===== config.mk =====
export PLATFORM = sky130hd
export DESIGN_NAME = ssd_top
export DESIGN_NICKNAME = d
export VERILOG_FILES = /design/src/ssd_pkg.sv /design/src/ssd_top.sv
export SDC_FILE = /design/constraint.sdc
export NUM_CORES = 1
export LEC_CHECK = 0
export BUFFER_PORTS_ARGS = -buffer_cell sky130_fd_sc_hd__buf_4
export CAP_MARGIN = 40
export CORE_ASPECT_RATIO = 0.5
export CORE_MARGIN = 2
export CORE_UTILIZATION = 30
export DETAILED_ROUTE_END_ITERATION = 7
export PLACE_DENSITY = 0.49
export SETUP_SLACK_MARGIN = 0.15
export SYNTH_ARGS = -nofsm -noshare
export SYNTH_HDL_FRONTEND = slang
export SYNTH_SLANG_ARGS = --single-unit

===== constraint.sdc =====
create_clock -name i_mclk -period 2.41 [get_ports i_mclk]
set_clock_uncertainty 0.2 [all_clocks]
set_input_delay 0 -clock i_mclk [delete_from_list [all_inputs] [get_ports i_mclk]]
set_output_delay 0 -clock i_mclk [all_outputs]
set_load 0.02 [all_outputs]

===== src/ssd_pkg.sv =====
package ssd_pkg;
  // chain geometry
  localparam int NUM_CH      = 64;
  localparam int CNT_W       = 7;
  localparam logic [CNT_W-1:0] FRAME_LEN = 7'h40;
  // buffer between pin sampling and the chain
  localparam int FIFO_DEPTH  = 8;
  // reset values
  localparam logic RST_BIT   = 1'h0;
  localparam logic [NUM_CH-1:0] RST_WORD = 64'h0000_0000_0000_0000;
  // open-drain pads only ever pull low
  localparam logic SINK_LEVEL = 1'h0;
  // master clock and the far side's shortest legal shift clock phase
  localparam int MCLK_PERIOD_NS = 5;
  localparam int SCLK_PHASE_NS  = 62;
  localparam int SCLK_PHASE_CYC = SCLK_PHASE_NS / MCLK_PERIOD_NS;

  // one serial bit as it travels through the buffer
  typedef struct packed {
    logic data;
  } ssd_bit_t;
endpackage


===== src/ssd_top.sv =====
// Contract
// - 64 shift stages, 64 latches, 64 outputs
// - falling shift clock advances chain, captures input
// - serial output mirrors last shift stage
// - shifting ignores latch, blank, polarity inputs
// - latch load high: latches follow stages
// - latch load low: latches hold values
// - blank low forces all outputs per polarity
// - polarity high: latch one sinks output
// - polarity low inverts output sense
// - variants differ only in ring direction
`timescale 1ns/1ps

// small synchronous fifo with valid/ready on both sides
module ssd_fifo #(
  parameter int WIDTH = 1,
  parameter int DEPTH = 8
) (
  input  wire logic             i_mclk,
  input  wire logic             i_rst,
  input  wire logic             i_valid,
  output logic                  o_ready,
  input  wire logic [WIDTH-1:0] i_data,
  output logic                  o_valid,
  input  wire logic             i_ready,
  output logic [WIDTH-1:0]      o_data
);
  localparam int AW = $clog2(DEPTH);

  logic [WIDTH-1:0] mem_reg  [DEPTH];
  logic [WIDTH-1:0] mem_next [DEPTH];
  logic [AW:0]      wr_ptr_reg;
  logic [AW:0]      wr_ptr_next;
  logic [AW:0]      rd_ptr_reg;
  logic [AW:0]      rd_ptr_next;
  logic             full;
  logic             empty;
  logic             push;
  logic             pop;

  // extra pointer bit tells full from empty without a counter
  assign full    = (wr_ptr_reg[AW] != rd_ptr_reg[AW]) &&
                   (wr_ptr_reg[AW-1:0] == rd_ptr_reg[AW-1:0]);
  assign empty   = (wr_ptr_reg == rd_ptr_reg);
  assign o_ready = ~full;
  assign o_valid = ~empty;
  assign o_data  = mem_reg[rd_ptr_reg[AW-1:0]];
  assign push    = i_valid & ~full;
  assign pop     = ~empty & i_ready;

  // next pointers and storage
  always_comb
  begin
    mem_next    = mem_reg;
    wr_ptr_next = wr_ptr_reg;
    rd_ptr_next = rd_ptr_reg;
    if (push)
    begin
      mem_next[wr_ptr_reg[AW-1:0]] = i_data;
      wr_ptr_next = wr_ptr_reg + 1'b1;
    end
    if (pop)
    begin
      rd_ptr_next = rd_ptr_reg + 1'b1;
    end
  end

  // storage is not reset; only the pointers define contents
  always_ff @(posedge i_mclk)
  begin
    mem_reg <= mem_next;
    if (i_rst)
    begin
      wr_ptr_reg <= '0;
      rd_ptr_reg <= '0;
    end
    else
    begin
      wr_ptr_reg <= wr_ptr_next;
      rd_ptr_reg <= rd_ptr_next;
    end
  end
endmodule

// serial-in, latched, open-drain sink driver core
module ssd_top #(
  parameter int   NUM_CH     = ssd_pkg::NUM_CH,
  parameter int   FIFO_DEPTH = ssd_pkg::FIFO_DEPTH,
  parameter logic RING_CW    = 1'h0
) (
  input  wire logic              i_mclk,
  input  wire logic              i_rst,
  input  wire logic              i_shift_clk,
  input  wire logic              i_serial_in,
  input  wire logic              i_latch_load,
  input  wire logic              i_output_blank_n,
  input  wire logic              i_polarity_sel,
  input  wire logic              i_chain_hold,
  input  wire logic [NUM_CH-1:0] i_hv_sink_in,
  output logic       [NUM_CH-1:0] o_hv_sink_out,
  output logic       [NUM_CH-1:0] o_hv_sink_oe,
  output logic                    o_serial_out,
  output logic                    o_serial_ready,
  output logic                    o_frame_loaded,
  output logic                    o_sink_mismatch
);
  logic                     sclk_prev_reg;
  logic                     sclk_prev_next;
  logic                     sclk_fall;
  ssd_pkg::ssd_bit_t        in_bit;
  ssd_pkg::ssd_bit_t        buf_bit;
  logic                     buf_valid;
  logic                     buf_ready;
  logic                     chain_step;
  logic [NUM_CH-1:0]        chain_reg;
  logic [NUM_CH-1:0]        chain_next;
  logic [NUM_CH-1:0]        latch_reg;
  logic [NUM_CH-1:0]        latch_next;
  logic                     serial_out_reg;
  logic                     serial_out_next;
  logic [ssd_pkg::CNT_W-1:0] shift_cnt_reg;
  logic [ssd_pkg::CNT_W-1:0] shift_cnt_next;
  logic                     loaded_reg;
  logic                     loaded_next;
  logic [NUM_CH-1:0]        sink_on;
  logic [NUM_CH-1:0]        oe_reg;
  logic [NUM_CH-1:0]        oe_next;
  logic                     mismatch_reg;
  logic                     mismatch_next;

  // edge detector next state; inputs are already synchronous, so one
  // sample of history is enough to see a fall
  always_comb
  begin
    sclk_prev_next = i_shift_clk;
  end

  // a reset value of 0 means a shift clock held low across release never
  // looks like a fall
  always_ff @(posedge i_mclk)
  begin
    if (i_rst)
    begin
      sclk_prev_reg <= ssd_pkg::RST_BIT;
    end
    else
    begin
      sclk_prev_reg <= sclk_prev_next;
    end
  end

  // a fall is a high sample followed by a low level
  assign sclk_fall   = sclk_prev_reg & ~i_shift_clk;
  assign in_bit.data = i_serial_in;

  // the buffer absorbs bits while the chain is held; a fall that finds it
  // full is dropped, so a held chain loses data past the buffer depth
  ssd_fifo #(
    .WIDTH ($bits(ssd_pkg::ssd_bit_t)),
    .DEPTH (FIFO_DEPTH)
  ) ssd_fifo_inst (
    .i_mclk  (i_mclk),
    .i_rst   (i_rst),
    .i_valid (sclk_fall),
    .o_ready (buf_ready),
    .i_data  (in_bit),
    .o_valid (buf_valid),
    .i_ready (~i_chain_hold),
    .o_data  (buf_bit)
  );

  assign o_serial_ready = buf_ready;
  assign chain_step     = buf_valid & ~i_chain_hold;

  // chain and frame counter next state; latch, blank and polarity never
  // gate the chain
  always_comb
  begin
    chain_next     = chain_reg;
    shift_cnt_next = shift_cnt_reg;
    if (chain_step)
    begin
      chain_next = {chain_reg[NUM_CH-2:0], buf_bit.data};
      // the counter saturates so long streams cannot wrap it back to zero
      if (shift_cnt_reg != ssd_pkg::FRAME_LEN)
      begin
        shift_cnt_next = shift_cnt_reg + 1'h1;
      end
    end
    // cascade output moves on the same edge as the chain
    serial_out_next = chain_next[NUM_CH-1];
  end

  // chain registers
  always_ff @(posedge i_mclk)
  begin
    if (i_rst)
    begin
      chain_reg      <= ssd_pkg::RST_WORD;
      serial_out_reg <= ssd_pkg::RST_BIT;
      shift_cnt_reg  <= '0;
    end
    else
    begin
      chain_reg      <= chain_next;
      serial_out_reg <= serial_out_next;
      shift_cnt_reg  <= shift_cnt_next;
    end
  end

  // latch and frame flag next state
  always_comb
  begin
    // transparent while load is high, held otherwise
    latch_next  = i_latch_load ? chain_reg : latch_reg;
    loaded_next = loaded_reg;
    // a whole frame shifted and then latched makes the outputs trustworthy;
    // the flag is sticky, so only reset clears it
    if (i_latch_load && (shift_cnt_reg == ssd_pkg::FRAME_LEN))
    begin
      loaded_next = 1'h1;
    end
  end

  // latch registers; zero start stands in for the undefined power-up state
  always_ff @(posedge i_mclk)
  begin
    if (i_rst)
    begin
      latch_reg  <= ssd_pkg::RST_WORD;
      loaded_reg <= ssd_pkg::RST_BIT;
    end
    else
    begin
      latch_reg  <= latch_next;
      loaded_reg <= loaded_next;
    end
  end

  // output stage: each pad position picks a latch per ring direction
  genvar p;
  generate
    for (p = 0; p < NUM_CH; p++)
    begin : g_pad
      localparam int SRC = (RING_CW == 1'h1) ? (NUM_CH - 1 - p) : p;
      // blank low forces a common level; polarity picks sense
      assign sink_on[p] = i_output_blank_n
                          ? (i_polarity_sel ? latch_reg[SRC]
                                            : ~latch_reg[SRC])
                          : ~i_polarity_sel;
    end
  endgenerate

  // output stage next state: pads are only pulled low, so the enable is
  // the sink decision
  always_comb
  begin
    oe_next = sink_on;
  end

  // output registers; reset leaves every pad off
  always_ff @(posedge i_mclk)
  begin
    if (i_rst)
    begin
      oe_reg <= ssd_pkg::RST_WORD;
    end
    else
    begin
      oe_reg <= oe_next;
    end
  end

  // readback next state: an enabled pad that still reads high points to a
  // fault; the flag lags the pads by one edge
  always_comb
  begin
    mismatch_next = |(oe_reg & i_hv_sink_in);
  end

  // readback register
  always_ff @(posedge i_mclk)
  begin
    if (i_rst)
    begin
      mismatch_reg <= ssd_pkg::RST_BIT;
    end
    else
    begin
      mismatch_reg <= mismatch_next;
    end
  end

  assign o_hv_sink_oe    = oe_reg;
  assign o_hv_sink_out   = {NUM_CH{ssd_pkg::SINK_LEVEL}};
  assign o_serial_out    = serial_out_reg;
  assign o_frame_loaded  = loaded_reg;
  assign o_sink_mismatch = mismatch_reg;
endmodule


==> impl_results.md <==
- Outcome: finished clean
- Chip Height: 125 um
- First drt pass iteration count: 4
- Core area: 29,000 um2
- Leakage: 4.57 nW
- Global-route wire length before repair: 34.5 mm
- Synth top area share: 47.6%
- VDD IR max: 0.449 mV
- CP Cell Sequence: a22o_1 -> a221oi_1 -> dlygate4sd3_1 -> nand4_1 -> nor3_2 -> a21oi_1
- Drt wl/cell: 14.0 um
- Clk sinks: 218
- Slew HR: 66.4%
- Count of cell types in the netlist: 36
- Final nets: 1,227
- FF-to-FF setup slack: 0.24 ns
- WHS Endpoint: ssd_fifo_inst.mem_reg[7]
- PwrDens: 716 nW/um2
- Top sig layer: met4
- Clk pin slew, worst setup/hold paths: 0.06 ns
- Root Driver: clkbuf_16
- Final GP Congestion: 0.793
- Cell taking the most area after synthesis: dfxtp_1
- Via Count: 6,736
- DRT iter0 DRCs: 357
- RSZ-0062 raised after global routing: true
- Worst-margin pin slew: 0.504 ns
- Syn. warnings: 0
- Fin. Hold Viols: 0
- Slew Limit Fails: 0
- Commonest register cell after synthesis: dfxtp_1
- Inst Count DP: 1,463
- Met1 WL: 10.0 mm
- Port buffer count: 139
- Maximum number of pins on one net before global-route repair: 67
- # H-tree levels: 1
- Worst Min Path Start: i_serial_in
- Syn Inst Count: 979
- Post-synth EDFFs: 8
- Critical path's slowest cell: dlygate4sd3_1
- Dpl hpwl: 14.6 mm
- Yosys reg bits: 218
- Skew-Pair Late Insertion Delay: 0.52 ns
- TritonCTS clock tree: done
- Seq/Total Area, Yosys: 50.4%
- Met2 WL post-DR: 10.4 mm
- Die area: 30,900 um2
- Rows: 44
- Hold crit path type: in -> reg
- Period utilization: 89.9%
- Synth-to-Final Area Change: 28.8%
- Area contributors post-synth: dfxtp_1 (48%), nand2_1 (8.4%), mux2i_1 (7.6%), xnor2_1 (6.9%), nor2_1 (6.3%)
- Worst reg2reg path depth: 6
- Starting Density: 30.5%
- Layout Cells excl Fill: 1,556
- Clock Tree Buf Depth: 3
- Met3 WL: 1.11 mm
- Vias per cell: 4.33
- Async set-reset flop share out of synthesis: 0%
- CTS buffer count: 22
- Initial antenna violation count: 0
- Max-capacitance violation count: 0
- Critical Path Start Type: flop
- Clock period minus worst slack: 2.17 ns
- Setup violators final: 0
- Ports: 204
- WS Path Type: reg -> reg
- Commonest cells in the netlist: dfxtp_1 (210), nand2_1 (197), nor2_1 (147)
- Mapped cell area: 8820 um2
- Fin Setup TNS: 0 ns
- Grt ovf: 0
- Gr usage total: 14.0%
- Fmax: 461 MHz
- Count leader, synth: dfxtp_1
- Delay-heaviest family, CP: buffers and inverters
- R2r startpoint: o_hv_sink_oe[63]
- CP bufs+invs: 1
- Hold path depth: 2
- R2r endpoint: o_sink_mismatch
- Crit path arrival time: 2.35 ns
- Detail Route Antenna Nets: 0
- Critical path peak fanout: 2
- Final wirelength: 21.8 mm
- Share of cells above drive strength 1: 17.4%
- Die X-Extent: 247 um
- Crit-path max cell delay: 0.62 ns
- Vias in the first global route: 6,465
- Number of diodes: 0
- Drt drc: 0
- CP required: 2.60 ns
- Average footprint of a synthesized cell: 9.01 um2
- Critical path endpoint category: flop
- Post-CTS Setup Inserts: 0
routing by layer:
layer,vias up,global-route usage (%)
met5,-,0
met4,0,2.48
met3,18,2.94
li1,3389,-
met2,149,23.9
met1,3180,18.3
cell families after synthesis:
| group | count (synthesis) | synth area share, % |
|---|---|---|
| simple gates | 372 | 16.7 |
| flops | 218 | 50.4 |
| buf+inv | 131 | 8.96 |
| compound gates | 105 | 7.42 |
| xor+xnor | 79 | 7.84 |
| mux | 69 | 8.11 |
| fa+ha+maj | 4 | 0.567 |
| other cells | 1 | 0.0425 |
layout make-up:
type / instances / area (um2)
clock buffer: 30 / 642
clock inverter: 8 / 104
fill: 2898 / 17600
inverter: 5 / 18.8
multi-input combinational: 693 / 3880
sequential: 218 / 4440
tap: 391 / 489
timing repair buffer: 211 / 1790
worst max path at each step:
stage                                start  slack [ns]                     endpoint  depth (start not counted)
2_1_floorplan  ssd_fifo_inst.wr_ptr_reg[1]        0.52  ssd_fifo_inst.rd_ptr_reg[2]                          8
3_3_place_gp   ssd_fifo_inst.wr_ptr_reg[1]        0.31                 chain_reg[0]                          5
3_5_place_dp   ssd_fifo_inst.wr_ptr_reg[1]        0.23     ssd_fifo_inst.mem_reg[7]                          4
4_1_cts        ssd_fifo_inst.wr_ptr_reg[1]        0.17     ssd_fifo_inst.mem_reg[7]                          4
5_1_grt                   o_hv_sink_oe[40]        0.13              o_sink_mismatch                          6
6_report                  o_hv_sink_oe[63]        0.24              o_sink_mismatch                          6
per-stage QoR:
| stage | cell area, um2 | worst slack (ns) | hold WS [ns] | utilization [%] | power (mW) |
|---|---|---|---|---|---|
| floorplan | 9060 | 0.518 | -0.101 | - | 4.39 |
| global placement | 10000 | 0.312 | 0.0311 | 34.6 | 4.63 |
| detailed placement | 10000 | 0.233 | 0.0422 | 34.6 | 4.64 |
| CTS | 11300 | 0.170 | 0.0455 | 39.1 | 8.23 |
| global route | 11400 | 0.125 | 0.0668 | 39.2 | 8.47 |
| finish | 11400 | 0.242 | 0.0666 | 39.2 | 8.13 |
layout by cell type, fill, tap and decap left out, types with 14 or more instances in the layout:
| master | count |
|---|---|
| a21oi_1 | 68 |
| conb_1 | 64 |
| dlygate4sd3_1 | 55 |
| a22oi_1 | 14 |
| buf_4 | 150 |
| dfxtp_1 | 210 |
| mux2i_1 | 67 |
| nor2_1 | 147 |
| nand2_1 | 197 |
| clkbuf_16 | 23 |
| xnor2_1 | 70 |
power by group:
part / switching (mW) / total [mW] / internal (mW)
sequential: 0.0591 / 3.75 / 3.69
clock: 1.41 / 3.50 / 2.08
combinational: 0.515 / 0.886 / 0.371
what timing repair did:
| action | CTS | global route |
|---|---|---|
| resized for setup | 0 | 6 |
| hold buffers | 55 | 0 |
| setup endpoints to repair | 0 | 23 |
| endpoints found under the hold margin | 193 | 0 |
No activity file was read; power rests on OpenSTA's default activity.
